==> src/npr_pkg.sv <==
/*
  Shared constants and types for the next page register bank.
  Assumes a 32-bit AXI4-Lite bus and a same-clock arbitration engine.
*/
package npr_pkg;

  // One link code word of the next page exchange
  typedef struct packed {
    logic more_pages_flag;
    logic ack;
    logic message_page_flag;
    logic comply_acknowledge;
    logic alternation_bit;
    logic [10:0] code;
  } npr_lcw_s;

  // Register indices; the byte address is four times the index
  localparam logic [7:0] IDX_NEXT_PAGE_OUT = 8'h07;
  localparam logic [7:0] IDX_NEXT_PAGE_IN = 8'h08;
  localparam logic [7:0] IDX_PAGE_STATUS = 8'h10;
  localparam logic [7:0] IDX_IRQ_STATUS = 8'h11;
  localparam logic [7:0] IDX_IRQ_MASK = 8'h12;

  // Bit positions inside a link code word
  localparam int BIT_MORE = 15;
  localparam int BIT_ACK = 14;
  localparam int BIT_MSG = 13;
  localparam int BIT_COMPLY = 12;
  localparam int BIT_ALT = 11;

  // Reset values: message page set, code holds the null message
  localparam logic [10:0] CODE_NULL_MSG = 11'h001;
  localparam logic [15:0] NP_RESET = 16'h2001;
  // Bits that software may write in the outgoing page
  localparam logic [15:0] NP_OUT_WMASK = 16'hb7ff;

  // Status and interrupt layout
  localparam int EVT_RX_PAGE = 0;
  localparam int EVT_TX_PAGE = 1;
  localparam int EVT_N = 2;
  localparam logic [EVT_N-1:0] IRQ_MASK_RESET = 2'h0;

  // AXI answers
  localparam logic [1:0] RESP_OKAY = 2'h0;
  localparam logic [1:0] RESP_SLVERR = 2'h2;

endpackage

==> src/npr_sticky.sv <==
/*
  One sticky event bit: set by hardware, cleared by software.
  Assumes set and clear are pulses on the same clock.
*/
`timescale 1ns/10ps
module npr_sticky (
  input wire logic clk_i,
  input wire logic rst_n_i,
  input wire logic set_i,
  input wire logic clr_i,
  output logic q_o
);

  // A set in the clearing cycle wins so no event is lost
  always_ff @(posedge clk_i) begin
    if (!rst_n_i) begin
      q_o <= 1'b0;
    end else begin
      q_o <= set_i | (q_o & ~clr_i);
    end
  end

endmodule

==> src/npr_chan_hold.sv <==
/*
  Holding stage for one AXI request channel: takes one item, keeps it
  until the consumer pulses take_i. Ready comes from a flip-flop.
*/
`timescale 1ns/10ps
module npr_chan_hold #(
  parameter int W = 32
) (
  input wire logic clk_i,
  input wire logic rst_n_i,
  input wire logic valid_i,
  input wire logic [W-1:0] data_i,
  input wire logic take_i,
  output logic ready_o,
  output logic full_o,
  output logic [W-1:0] data_o
);

  logic full_next;

  // Full once the handshake lands, empty once consumed
  always_comb begin
    full_next = full_o;
    if (valid_i && ready_o) begin
      full_next = 1'b1;
    end else if (take_i) begin
      full_next = 1'b0;
    end
  end

  // Ready is the registered inverse of the next fill state
  always_ff @(posedge clk_i) begin
    if (!rst_n_i) begin
      full_o <= 1'b0;
      ready_o <= 1'b0;
      data_o <= '0;
    end else begin
      full_o <= full_next;
      ready_o <= ~full_next;
      if (valid_i && ready_o) begin
        data_o <= data_i;
      end
    end
  end

endmodule

==> src/npr_top.sv <==
/*
  Next page register bank of an auto-negotiation engine: the page the
  local end sends, the page captured from the partner, a page received
  flag, and an interrupt bank, all on an AXI4-Lite slave.
  Assumes the arbitration engine runs on CLK_SYS_I and gives pulses
  for each accepted received word and each word sent.
*/
// Decided for this implementation: register access over AXI4-Lite.
// Overview of operation
// - Outgoing bit 15 writable: more pages wanted
// - Outgoing bit 14 read-only local acknowledge
// - Outgoing bit 13 writable, resets one, message
// - Outgoing bit 12 writable comply, resets zero
// - Outgoing bit 11 inverts previous exchanged toggle
// - Code field meaning follows message page flag
// - Code field resets to null message
// - Incoming bit 15 shows partner wants more
// - Incoming bit 14 shows partner acknowledge
// - Incoming bit 13 resets one, message page
// - Incoming bit 12 shows partner comply acknowledge
// - Partner next pages live at index eight
// - Page received flag sets, clears on read
`timescale 1ns/10ps
module npr_top (
  input wire logic CLK_SYS_I,
  input wire logic RST_N_I,
  // AXI4-Lite slave
  input wire logic [31:0] S_AXI_AWADDR_I,
  input wire logic S_AXI_AWVALID_I,
  output logic S_AXI_AWREADY_O,
  input wire logic [31:0] S_AXI_WDATA_I,
  input wire logic [3:0] S_AXI_WSTRB_I,
  input wire logic S_AXI_WVALID_I,
  output logic S_AXI_WREADY_O,
  output logic [1:0] S_AXI_BRESP_O,
  output logic S_AXI_BVALID_O,
  input wire logic S_AXI_BREADY_I,
  input wire logic [31:0] S_AXI_ARADDR_I,
  input wire logic S_AXI_ARVALID_I,
  output logic S_AXI_ARREADY_O,
  output logic [31:0] S_AXI_RDATA_O,
  output logic [1:0] S_AXI_RRESP_O,
  output logic S_AXI_RVALID_O,
  input wire logic S_AXI_RREADY_I,
  // Arbitration engine side
  input wire logic LCW_RX_VALID_I,
  input wire npr_pkg::npr_lcw_s LCW_RX_WORD_I,
  input wire logic LCW_TX_SENT_I,
  input wire logic LOCAL_ACK_I,
  output npr_pkg::npr_lcw_s NP_TX_WORD_O,
  output logic PAGE_RX_FLAG_O,
  output logic IRQ_O
);

  npr_pkg::npr_lcw_s np_out_reg;
  npr_pkg::npr_lcw_s np_in_reg;
  logic [npr_pkg::EVT_N-1:0] irq_mask_reg;
  logic [npr_pkg::EVT_N-1:0] irq_sts;
  logic [npr_pkg::EVT_N-1:0] irq_set;
  logic [npr_pkg::EVT_N-1:0] irq_clr;
  logic page_flag;
  logic page_flag_clr;
  logic irq_reg;
  logic aw_full;
  logic w_full;
  logic [31:0] aw_addr;
  logic [35:0] w_held;
  logic [31:0] w_data;
  logic [3:0] w_strb;
  logic wr_go;
  logic [7:0] wr_idx;
  logic wr_hit;
  logic wr_aligned;
  logic [15:0] wr_bytemask;
  logic [15:0] np_out_wr;
  logic bvalid_reg;
  logic [1:0] bresp_reg;
  logic arready_reg;
  logic rvalid_reg;
  logic [31:0] rdata_reg;
  logic [1:0] rresp_reg;
  logic rd_go;
  logic [7:0] rd_idx;
  logic [31:0] rd_data;
  logic rd_hit;

  // Address and data are held apart so they may arrive in either order
  npr_chan_hold #(
    .W(32)
  ) u_aw_hold (
    .clk_i(CLK_SYS_I),
    .rst_n_i(RST_N_I),
    .valid_i(S_AXI_AWVALID_I),
    .data_i(S_AXI_AWADDR_I),
    .take_i(wr_go),
    .ready_o(S_AXI_AWREADY_O),
    .full_o(aw_full),
    .data_o(aw_addr)
  );

  npr_chan_hold #(
    .W(36)
  ) u_w_hold (
    .clk_i(CLK_SYS_I),
    .rst_n_i(RST_N_I),
    .valid_i(S_AXI_WVALID_I),
    .data_i({S_AXI_WSTRB_I, S_AXI_WDATA_I}),
    .take_i(wr_go),
    .ready_o(S_AXI_WREADY_O),
    .full_o(w_full),
    .data_o(w_held)
  );

  assign w_data = w_held[31:0];
  assign w_strb = w_held[35:32];

  // A write completes only once the previous answer was collected
  assign wr_go = aw_full & w_full & ~bvalid_reg;
  assign wr_idx = aw_addr[9:2];
  assign wr_aligned = (aw_addr[1:0] == 2'h0) && (aw_addr[31:10] == 22'h0);
  assign wr_bytemask = {{8{w_strb[1]}}, {8{w_strb[0]}}};

  // Decode of the held write address
  always_comb begin
    wr_hit = 1'b0;
    if (wr_aligned) begin
      unique case (wr_idx)
        npr_pkg::IDX_NEXT_PAGE_OUT,
        npr_pkg::IDX_NEXT_PAGE_IN,
        npr_pkg::IDX_PAGE_STATUS,
        npr_pkg::IDX_IRQ_STATUS,
        npr_pkg::IDX_IRQ_MASK: begin
          wr_hit = 1'b1;
        end
        default: begin
          wr_hit = 1'b0;
        end
      endcase
    end
  end

  // writable bits merged
  // Only byte lanes that are strobed and bits that software owns change
  assign np_out_wr = (np_out_reg & ~(wr_bytemask & npr_pkg::NP_OUT_WMASK))
                   | (w_data[15:0] & wr_bytemask & npr_pkg::NP_OUT_WMASK);

  // Outgoing page register; read-only bits follow the engine
  always_ff @(posedge CLK_SYS_I) begin
    if (!RST_N_I) begin
      np_out_reg <= npr_pkg::NP_RESET;
    end else begin
      if (wr_go && wr_hit && (wr_idx == npr_pkg::IDX_NEXT_PAGE_OUT)) begin
        np_out_reg.more_pages_flag <= np_out_wr[npr_pkg::BIT_MORE];
        np_out_reg.message_page_flag <= np_out_wr[npr_pkg::BIT_MSG];
        np_out_reg.comply_acknowledge <= np_out_wr[npr_pkg::BIT_COMPLY];
        np_out_reg.code <= np_out_wr[10:0];
      end
      np_out_reg.ack <= LOCAL_ACK_I;
      if (LCW_TX_SENT_I) begin
        np_out_reg.alternation_bit <= ~np_out_reg.alternation_bit;
      end
    end
  end

  // Captured partner page
  always_ff @(posedge CLK_SYS_I) begin
    if (!RST_N_I) begin
      np_in_reg <= npr_pkg::NP_RESET;
    end else if (LCW_RX_VALID_I) begin
      np_in_reg <= LCW_RX_WORD_I;
    end
  end

  assign page_flag_clr = rd_go && (rd_idx == npr_pkg::IDX_PAGE_STATUS) && rd_hit;

  npr_sticky u_page_flag (
    .clk_i(CLK_SYS_I),
    .rst_n_i(RST_N_I),
    .set_i(LCW_RX_VALID_I),
    .clr_i(page_flag_clr),
    .q_o(page_flag)
  );

  // Interrupt events: a page arrived, a page went out
  assign irq_set[npr_pkg::EVT_RX_PAGE] = LCW_RX_VALID_I;
  assign irq_set[npr_pkg::EVT_TX_PAGE] = LCW_TX_SENT_I;
  assign irq_clr = (wr_go && wr_hit && (wr_idx == npr_pkg::IDX_IRQ_STATUS) && w_strb[0])
                 ? w_data[npr_pkg::EVT_N-1:0] : '0;

  // One sticky cell per event, cleared by writing one
  genvar gi;
  generate
    for (gi = 0; gi < npr_pkg::EVT_N; gi++) begin : g_evt
      npr_sticky u_evt (
        .clk_i(CLK_SYS_I),
        .rst_n_i(RST_N_I),
        .set_i(irq_set[gi]),
        .clr_i(irq_clr[gi]),
        .q_o(irq_sts[gi])
      );
    end
  endgenerate

  // Mask register
  always_ff @(posedge CLK_SYS_I) begin
    if (!RST_N_I) begin
      irq_mask_reg <= npr_pkg::IRQ_MASK_RESET;
    end else if (wr_go && wr_hit && (wr_idx == npr_pkg::IDX_IRQ_MASK) && w_strb[0]) begin
      irq_mask_reg <= w_data[npr_pkg::EVT_N-1:0];
    end
  end

  // Interrupt level, registered so the pin is glitch free
  always_ff @(posedge CLK_SYS_I) begin
    if (!RST_N_I) begin
      irq_reg <= 1'b0;
    end else begin
      irq_reg <= |(irq_sts & irq_mask_reg);
    end
  end

  // Write answer; unmapped or misaligned addresses get an error
  always_ff @(posedge CLK_SYS_I) begin
    if (!RST_N_I) begin
      bvalid_reg <= 1'b0;
      bresp_reg <= npr_pkg::RESP_OKAY;
    end else if (wr_go) begin
      bvalid_reg <= 1'b1;
      bresp_reg <= wr_hit ? npr_pkg::RESP_OKAY : npr_pkg::RESP_SLVERR;
    end else if (bvalid_reg && S_AXI_BREADY_I) begin
      bvalid_reg <= 1'b0;
    end
  end

  // Read side: one read in flight, answer one edge after the address
  assign rd_go = S_AXI_ARVALID_I & arready_reg;
  assign rd_idx = S_AXI_ARADDR_I[9:2];

  // Read multiplexer; narrow registers sit in the low bits
  always_comb begin
    rd_data = 32'h0;
    rd_hit = (S_AXI_ARADDR_I[1:0] == 2'h0) && (S_AXI_ARADDR_I[31:10] == 22'h0);
    unique case (rd_idx)
      npr_pkg::IDX_NEXT_PAGE_OUT: begin
        rd_data[15:0] = np_out_reg;
      end
      npr_pkg::IDX_NEXT_PAGE_IN: begin
        rd_data[15:0] = np_in_reg;
      end
      npr_pkg::IDX_PAGE_STATUS: begin
        rd_data[0] = page_flag;
      end
      npr_pkg::IDX_IRQ_STATUS: begin
        rd_data[npr_pkg::EVT_N-1:0] = irq_sts;
      end
      npr_pkg::IDX_IRQ_MASK: begin
        rd_data[npr_pkg::EVT_N-1:0] = irq_mask_reg;
      end
      default: begin
        rd_hit = 1'b0;
      end
    endcase
    if (!rd_hit) begin
      rd_data = 32'h0;
    end
  end

  // Read handshake; ready drops while the answer waits
  always_ff @(posedge CLK_SYS_I) begin
    if (!RST_N_I) begin
      arready_reg <= 1'b0;
      rvalid_reg <= 1'b0;
      rdata_reg <= 32'h0;
      rresp_reg <= npr_pkg::RESP_OKAY;
    end else if (rd_go) begin
      arready_reg <= 1'b0;
      rvalid_reg <= 1'b1;
      rdata_reg <= rd_data;
      rresp_reg <= rd_hit ? npr_pkg::RESP_OKAY : npr_pkg::RESP_SLVERR;
    end else if (rvalid_reg && S_AXI_RREADY_I) begin
      rvalid_reg <= 1'b0;
      arready_reg <= 1'b1;
    end else if (!rvalid_reg) begin
      arready_reg <= 1'b1;
    end
  end

  assign S_AXI_BVALID_O = bvalid_reg;
  assign S_AXI_BRESP_O = bresp_reg;
  assign S_AXI_ARREADY_O = arready_reg;
  assign S_AXI_RVALID_O = rvalid_reg;
  assign S_AXI_RDATA_O = rdata_reg;
  assign S_AXI_RRESP_O = rresp_reg;
  assign NP_TX_WORD_O = np_out_reg;
  assign PAGE_RX_FLAG_O = page_flag;
  assign IRQ_O = irq_reg;

endmodule

==> config.mk <==
export PLATFORM = sky130hd
export DESIGN_NAME = npr_top
export DESIGN_NICKNAME = d
export VERILOG_FILES = /design/src/npr_pkg.sv /design/src/npr_sticky.sv /design/src/npr_chan_hold.sv /design/src/npr_top.sv
export SDC_FILE = /design/constraint.sdc
export NUM_CORES = 1
export LEC_CHECK = 0
export BUFFER_PORTS_ARGS = -buffer_cell sky130_fd_sc_hd__buf_4
export CORE_MARGIN = 3
export CORE_UTILIZATION = 25
export CTS_CLUSTER_SIZE = 28
export DETAILED_ROUTE_END_ITERATION = 8
export GPL_TIMING_DRIVEN = 0
export MAX_ROUTING_LAYER = met4
export PLACE_DENSITY_LB_ADDON = 0.15
export SLEW_MARGIN = 10
export SYNTH_ARGS = -nofsm -noshare
export SYNTH_HDL_FRONTEND = slang
export SYNTH_SLANG_ARGS = --single-unit
export TNS_END_PERCENT = 1
==> constraint.sdc <==
create_clock -name CLK_SYS_I -period 4.1 [get_ports CLK_SYS_I]
set_input_delay 0.41 -clock CLK_SYS_I [delete_from_list [all_inputs] [get_ports CLK_SYS_I]]
set_output_delay 0.41 -clock CLK_SYS_I [all_outputs]
set_load 0.05 [all_outputs]
==> After elaboration in Yosys (flattened, before gate mapping) <==
Cells that the tools add are included.
{ "totals": {"regBits": 147, "in_bits": 126, "out_inout_bits": 59, "word_cells": 106} }
{ "op_classes": {"n_eq_ne": 11, "mux": 20, "bitwise_logic": 22, "n_reduce_logical": 24} }
{ "ops": {"columns": ["cell", "n"], "rows": [
  ["$eq 8x5->1 const B", 6],
  ["$logic_not 22->1", 2],
  ["$and 16x16->16", 2],
  ["$pmux 14 s2", 1],
  ["$eq 8x3->1 const B", 2],
  ["$eq 8x4->1 const B", 2],
  ["$mux 16", 1],
  ["$not 16->16", 1],
  ["$or 16x16->16", 1],
  ["$logic_and 1x1->1", 14],
  ["$mux 1", 13],
  ["$reduce_or 5->1", 2],
  ["$not 1->1", 8],
  ["$and 1x1->1", 6],
  ["$mux 2", 3],
  ["$pmux 1 s5", 1],
  ["$logic_not 2->1", 2],
  ["$pmux 1 s4", 1],
  ["$reduce_bool 2->1", 2],
  ["$reduce_or 2->1", 2],
  ["$or 1x1->1", 3],
  ["$and 2x2->2", 1],
  ["$ne 2x1->1 const B", 1]
]} }

==> Logic depth before layout (Yosys ltp) <==
{ "depth": {"word_depth": 11, "ltp_mapped": 7, "depth_no_buf": 5} }

==> By module <==
A second synthesis with hierarchy kept.
{ "unflattened": {"hier_cells": 625, "area_unflattened_um2": 5878.1} }
{ "by_module_without_submodules": {"columns": ["module", "n_inst", "cells_each", "area_each_um2", "seq_area_each_um2"], "rows": [
  ["npr_top", 1, 292, 2696.3, 1121.1],
  ["npr_chan_hold (u_w_hold)", 1, 171, 1607.8, 760.7],
  ["npr_chan_hold (u_aw_hold)", 1, 153, 1450.1, 680.7],
  ["npr_sticky", 3, 3, 41.3, 20.0]
]} }

==> Worst setup path before layout <==
OpenSTA, ideal clock, no wires.
{ "synth_timing": {"kind": "register -> register", "startpoint": "register bvalid_reg, in the netlist S_AXI_BVALID_O", "endpoint": "register irq_mask_reg[0] (netlist bit)", "setup_ns": 0.072, "arrival_time_ns": 1.742, "required_time_ns": 4.028, "setup_slack_ns": 2.287, "stages_incl_launch_ff": 6, "path_buffers": 0, "synth_period_minus_slack_ns": 1.813, "cell_sequence": "dfxtp_1 and3b_1 nand4_1 a311oi_2 and4b_1 mux2i_1"} }
{ "synth_via": {"elab_chain_cells": 5} }
{ "synth_lines": {"columns": ["item", "line", "text"], "rows": [
  ["start: declaration", "npr_top.sv:76", "logic bvalid_reg;"],
  ["start signal: assignment", "npr_top.sv:225", "bvalid_reg <= 1'b0;"],
  ["start signal: assignment", "npr_top.sv:228", "bvalid_reg <= 1'b1;"],
  ["start signal: assignment", "npr_top.sv:231", "bvalid_reg <= 1'b0;"],
  ["$not 1->1", "npr_top.sv:118", "assign wr_go = aw_full & w_full & ~bvalid_reg;"],
  ["$and 1x1->1", "npr_top.sv:118", null],
  ["$logic_and 1x1->1 (3 in a row)", "npr_top.sv:208", "end else if (wr_go && wr_hit && (wr_idx == npr_pkg::IDX_IRQ_MASK) && w_strb[0]) begin"],
  ["end signal: assignment", "npr_top.sv:207", "irq_mask_reg <= npr_pkg::IRQ_MASK_RESET;"],
  ["end signal: assignment", "npr_top.sv:209", "irq_mask_reg <= w_data[npr_pkg::EVT_N-1:0];"],
  ["end: declaration", "npr_top.sv:57", "logic [npr_pkg::EVT_N-1:0] irq_mask_reg;"]
]} }
No other way between the ends.
A chain may end at the register's enable or synchronous reset.

==> results.md <==
- **Cell variety after synth** 49
- **setup clock skew after layout** 0.00802 ns
- **CTS Root Cell** sky130_fd_sc_hd__clkbuf_16
- **top-level port count** 185
- **Detailed Route WL** 13.5 mm
- **Hold Path Stages** 2
- **Final Hold Vio Count** 0
- **per-cell via count in the routed design** 4.33
- **worst-path fanout max** 10
- **Worst Setup End Kind** flip-flop
- **routed vias** 3972
- **global-route wire length before repair** 21.1 mm
- **startpoint type of the worst setup path** flip-flop
- **share of the synthesized area in the top cell type** 47.8%
- **count of hold buffers inserted by post-cts repair** 0
- **number of I/O port buffers** 144
- **critical path's slowest cell** sky130_fd_sc_hd__nor4_4
- **Die Wd** 142 µm
- **initial core utilization** 25.6%
- **WL per Instance** 14.7 µm
- **outcome** completed
- **total setup buffers inserted after CTS** 0
- **clk slew on worst S/H paths** 0.08 ns
- **worst IR drop on VDD** 0.000180 V
- **FF+latch count, synth** 111
- **worst-path cell chain** nor4_1, nand4_1, nor4_4, buf_6, nand3_1, o21ai_1
- **maximum number of pins on one net before global-route repair** 21
- **area growth from synthesis to layout** 36.9%
- **total congestion overflow** 0
- **register area share after synthesis** 47.8%
- **slew at the pin closest to its max-slew limit** 0.660 ns
- **async set or reset register ratio after synthesis** 0%
- **total count of max-transition violations in the final report** 0
- **Gate Count Post-Synth** 512
- **H-tree levels** 3
- **placer's final routability congestion estimate** 0.753
- **total of max-cap violations** 0
- **Detail Route Antenna Nets** 0
- **Synth Warn #** 0
- **unrepaired setup endpoints after global routing** false
- **number of core rows** 49
- **Resize count post-CTS** 0
- **half-perimeter wire length of the detailed placement result** 10.8 mm
- **GRT Resource Usage Total** 13.7%
- **Relative slew margins** 56.0%
- **DRC violations left** 0
- **mean post-synth cell area** 9.08 µm²
- **critical setup path kind** reg2reg
- **Min Clock Period, post-route** 2.03 ns
- **Worst Reg2Reg Path Length in Cells** 6
- **post-route clock period utilization** 49.5%
- **number of failing setup endpoints in the final timing report** 0
- **clock net sink count** 111
- **setup TNS after final layout** 0 ns
- **required time reported for the critical path endpoint** 4.39 ns
- **Syn Std Cell Area** 4650 µm²
- **number of synthesized flops with an enable pin** 0
- **min-delay worst type** in2reg
- **most used standard cells in the synthesized netlist** sky130_fd_sc_hd__nand2_1 (125), sky130_fd_sc_hd__dfxtp_1 (111), sky130_fd_sc_hd__a21boi_0 (50), sky130_fd_sc_hd__a22o_1 (29)
- **Max clock buf depth** 2
- **achievable clock frequency** 0.493 GHz
- **floorplan die area** 20300 µm²
- **utilization of the core after routing** 35.1%
- **height of the chip** 142 µm
- **fraction of final layout cells sized beyond drive strength 1** 29.2%
- **clock latency on the worst-skew pair** 0.35 ns
- **antenna violations before repair** 0
- **leading area contributor after synthesis** sky130_fd_sc_hd__dfxtp_1
- **number of detailed-routing iterations run before antenna repair** 4
- **power density over cell area** 363 nW/µm²
- **number of fill cells** 1874
- **Leakage** 2.62 nW
- **ranking of synthesized cells by area** sky130_fd_sc_hd__dfxtp_1 (48%), sky130_fd_sc_hd__nand2_1 (10%), sky130_fd_sc_hd__a21boi_0 (8.1%), sky130_fd_sc_hd__a22o_1 (5.5%), sky130_fd_sc_hd__mux2i_1 (4.5%)
- **CTS tree** yes
- **net total in the final layout** 810
- **most frequently used cell type in the post-synthesis netlist** sky130_fd_sc_hd__nand2_1
- **most frequently used flop master after synthesis** sky130_fd_sc_hd__dfxtp_1
- **biggest cell delay along the critical path** 0.52 ns
- **number of buffers created by CTS** 9
- **vias in the first global route** 4006
- **Iter 0 DRT Violations** 128
- **number of antenna diodes** 0
- **core region area** 18100 µm²
- **worst path arrival time** 2.32 ns
-- layer usage --
layer  wire (µm)  GRT usage [%]
met2        6250           21.5
met1        6270           17.7
met4         161           3.75
met3         815           3.19
met5           0              -
-- where the power goes --
group	switching [mW]	total, mW	internal, mW
Sequential	0.0273	1.15	1.12
Combinational	0.173	0.314	0.141
Clock	0.423	0.848	0.426
-- critical path: cells and delay by family, from the launching register on --
| family | cells | cell delay (ns) |
|---|---|---|
| AND/OR/NAND/NOR | 4 | 1.33 |
| flip-flops | 1 | 0.32 |
| buffers and inverters | 1 | 0.21 |
| AO/OA/AOI/OAI | 1 | 0.10 |
-- metrics by stage --
step / hold slack [ns] / setup slack, ns / instance area, µm² / std cells / total power [mW]
final: 0.259 / 2.07 / 6370 / 918 / 2.31
after global routing: 0.257 / 1.82 / 6370 / 918 / 2.42
after CTS: 0.244 / 1.98 / 6370 / 918 / 2.35
after detailed placement: 0.441 / 1.71 / 6080 / 902 / 1.49
after global placement: 0.454 / 1.71 / 6080 / 902 / 1.48
after floorplan: 0.437 / 2.29 / 4710 / 529 / 1.35
-- cell families (layout without fill, tap and decap cells) --
kind of cell / after synthesis / count (layout) / share of synthesized area (%)
and+or+nand+nor: 209 / 209 / 22.7
DFF: 111 / 111 / 47.8
other: 1 / 18 / 0.0806
AOI/OAI and AO/OA: 113 / 113 / 18.4
buffers and inverters: 56 / 216 / 6.32
muxes: 21 / 21 / 4.52
xor gates and xnor gates: 1 / 1 / 0.188
-- layout make-up --
class / instances / area, µm² / area share (%)
Multi-Input combinational cell: 362 / 2200 / 34.5
Buffer: 51 / 275 / 4.32
Clock inverter: 7 / 61.3 / 0.963
Inverter: 5 / 18.8 / 0.295
Timing Repair Buffer: 144 / 1080 / 17.0
Tap cell: 229 / 287 / 4.50
Sequential cell: 111 / 2220 / 34.9
Clock buffer: 9 / 225 / 3.54
-- worst paths after layout --
check                       startpoint                to  slack [ns]
setup / recovery  u_aw_hold.data_o[23]         flip-flop        2.07
hold / removal             LOCAL_ACK_I  NP_TX_WORD_O[14]        0.26
setup reg to reg  u_aw_hold.data_o[23]         flip-flop        2.07
hold reg to reg       S_AXI_RDATA_O[1]  S_AXI_RDATA_O[1]        0.46
-- cell usage in the layout (no fill, tap or decap), types with 3 or more instances in the layout --
cell type,count
sky130_fd_sc_hd__buf_4,162
sky130_fd_sc_hd__a22o_1,29
sky130_fd_sc_hd__nor2_1,5
sky130_fd_sc_hd__nor2b_1,19
sky130_fd_sc_hd__mux2i_1,21
sky130_fd_sc_hd__nand2_1,125
sky130_fd_sc_hd__a21oi_1,4
sky130_fd_sc_hd__o21ai_0,13
sky130_fd_sc_hd__clkbuf_16,9
sky130_fd_sc_hd__nor4_1,9
sky130_fd_sc_hd__buf_2,6
sky130_fd_sc_hd__a21boi_0,50
sky130_fd_sc_hd__nand3_1,13
sky130_fd_sc_hd__clkbuf_1,21
sky130_fd_sc_hd__o21ai_1,3
sky130_fd_sc_hd__and2_1,9
sky130_fd_sc_hd__buf_1,4
sky130_fd_sc_hd__nor4_2,6
sky130_fd_sc_hd__nand2b_1,5
sky130_fd_sc_hd__inv_1,5
sky130_fd_sc_hd__conb_1,18
sky130_fd_sc_hd__dfxtp_1,111
sky130_fd_sc_hd__nand4_1,3
Power figures use the tool's default switching activity.
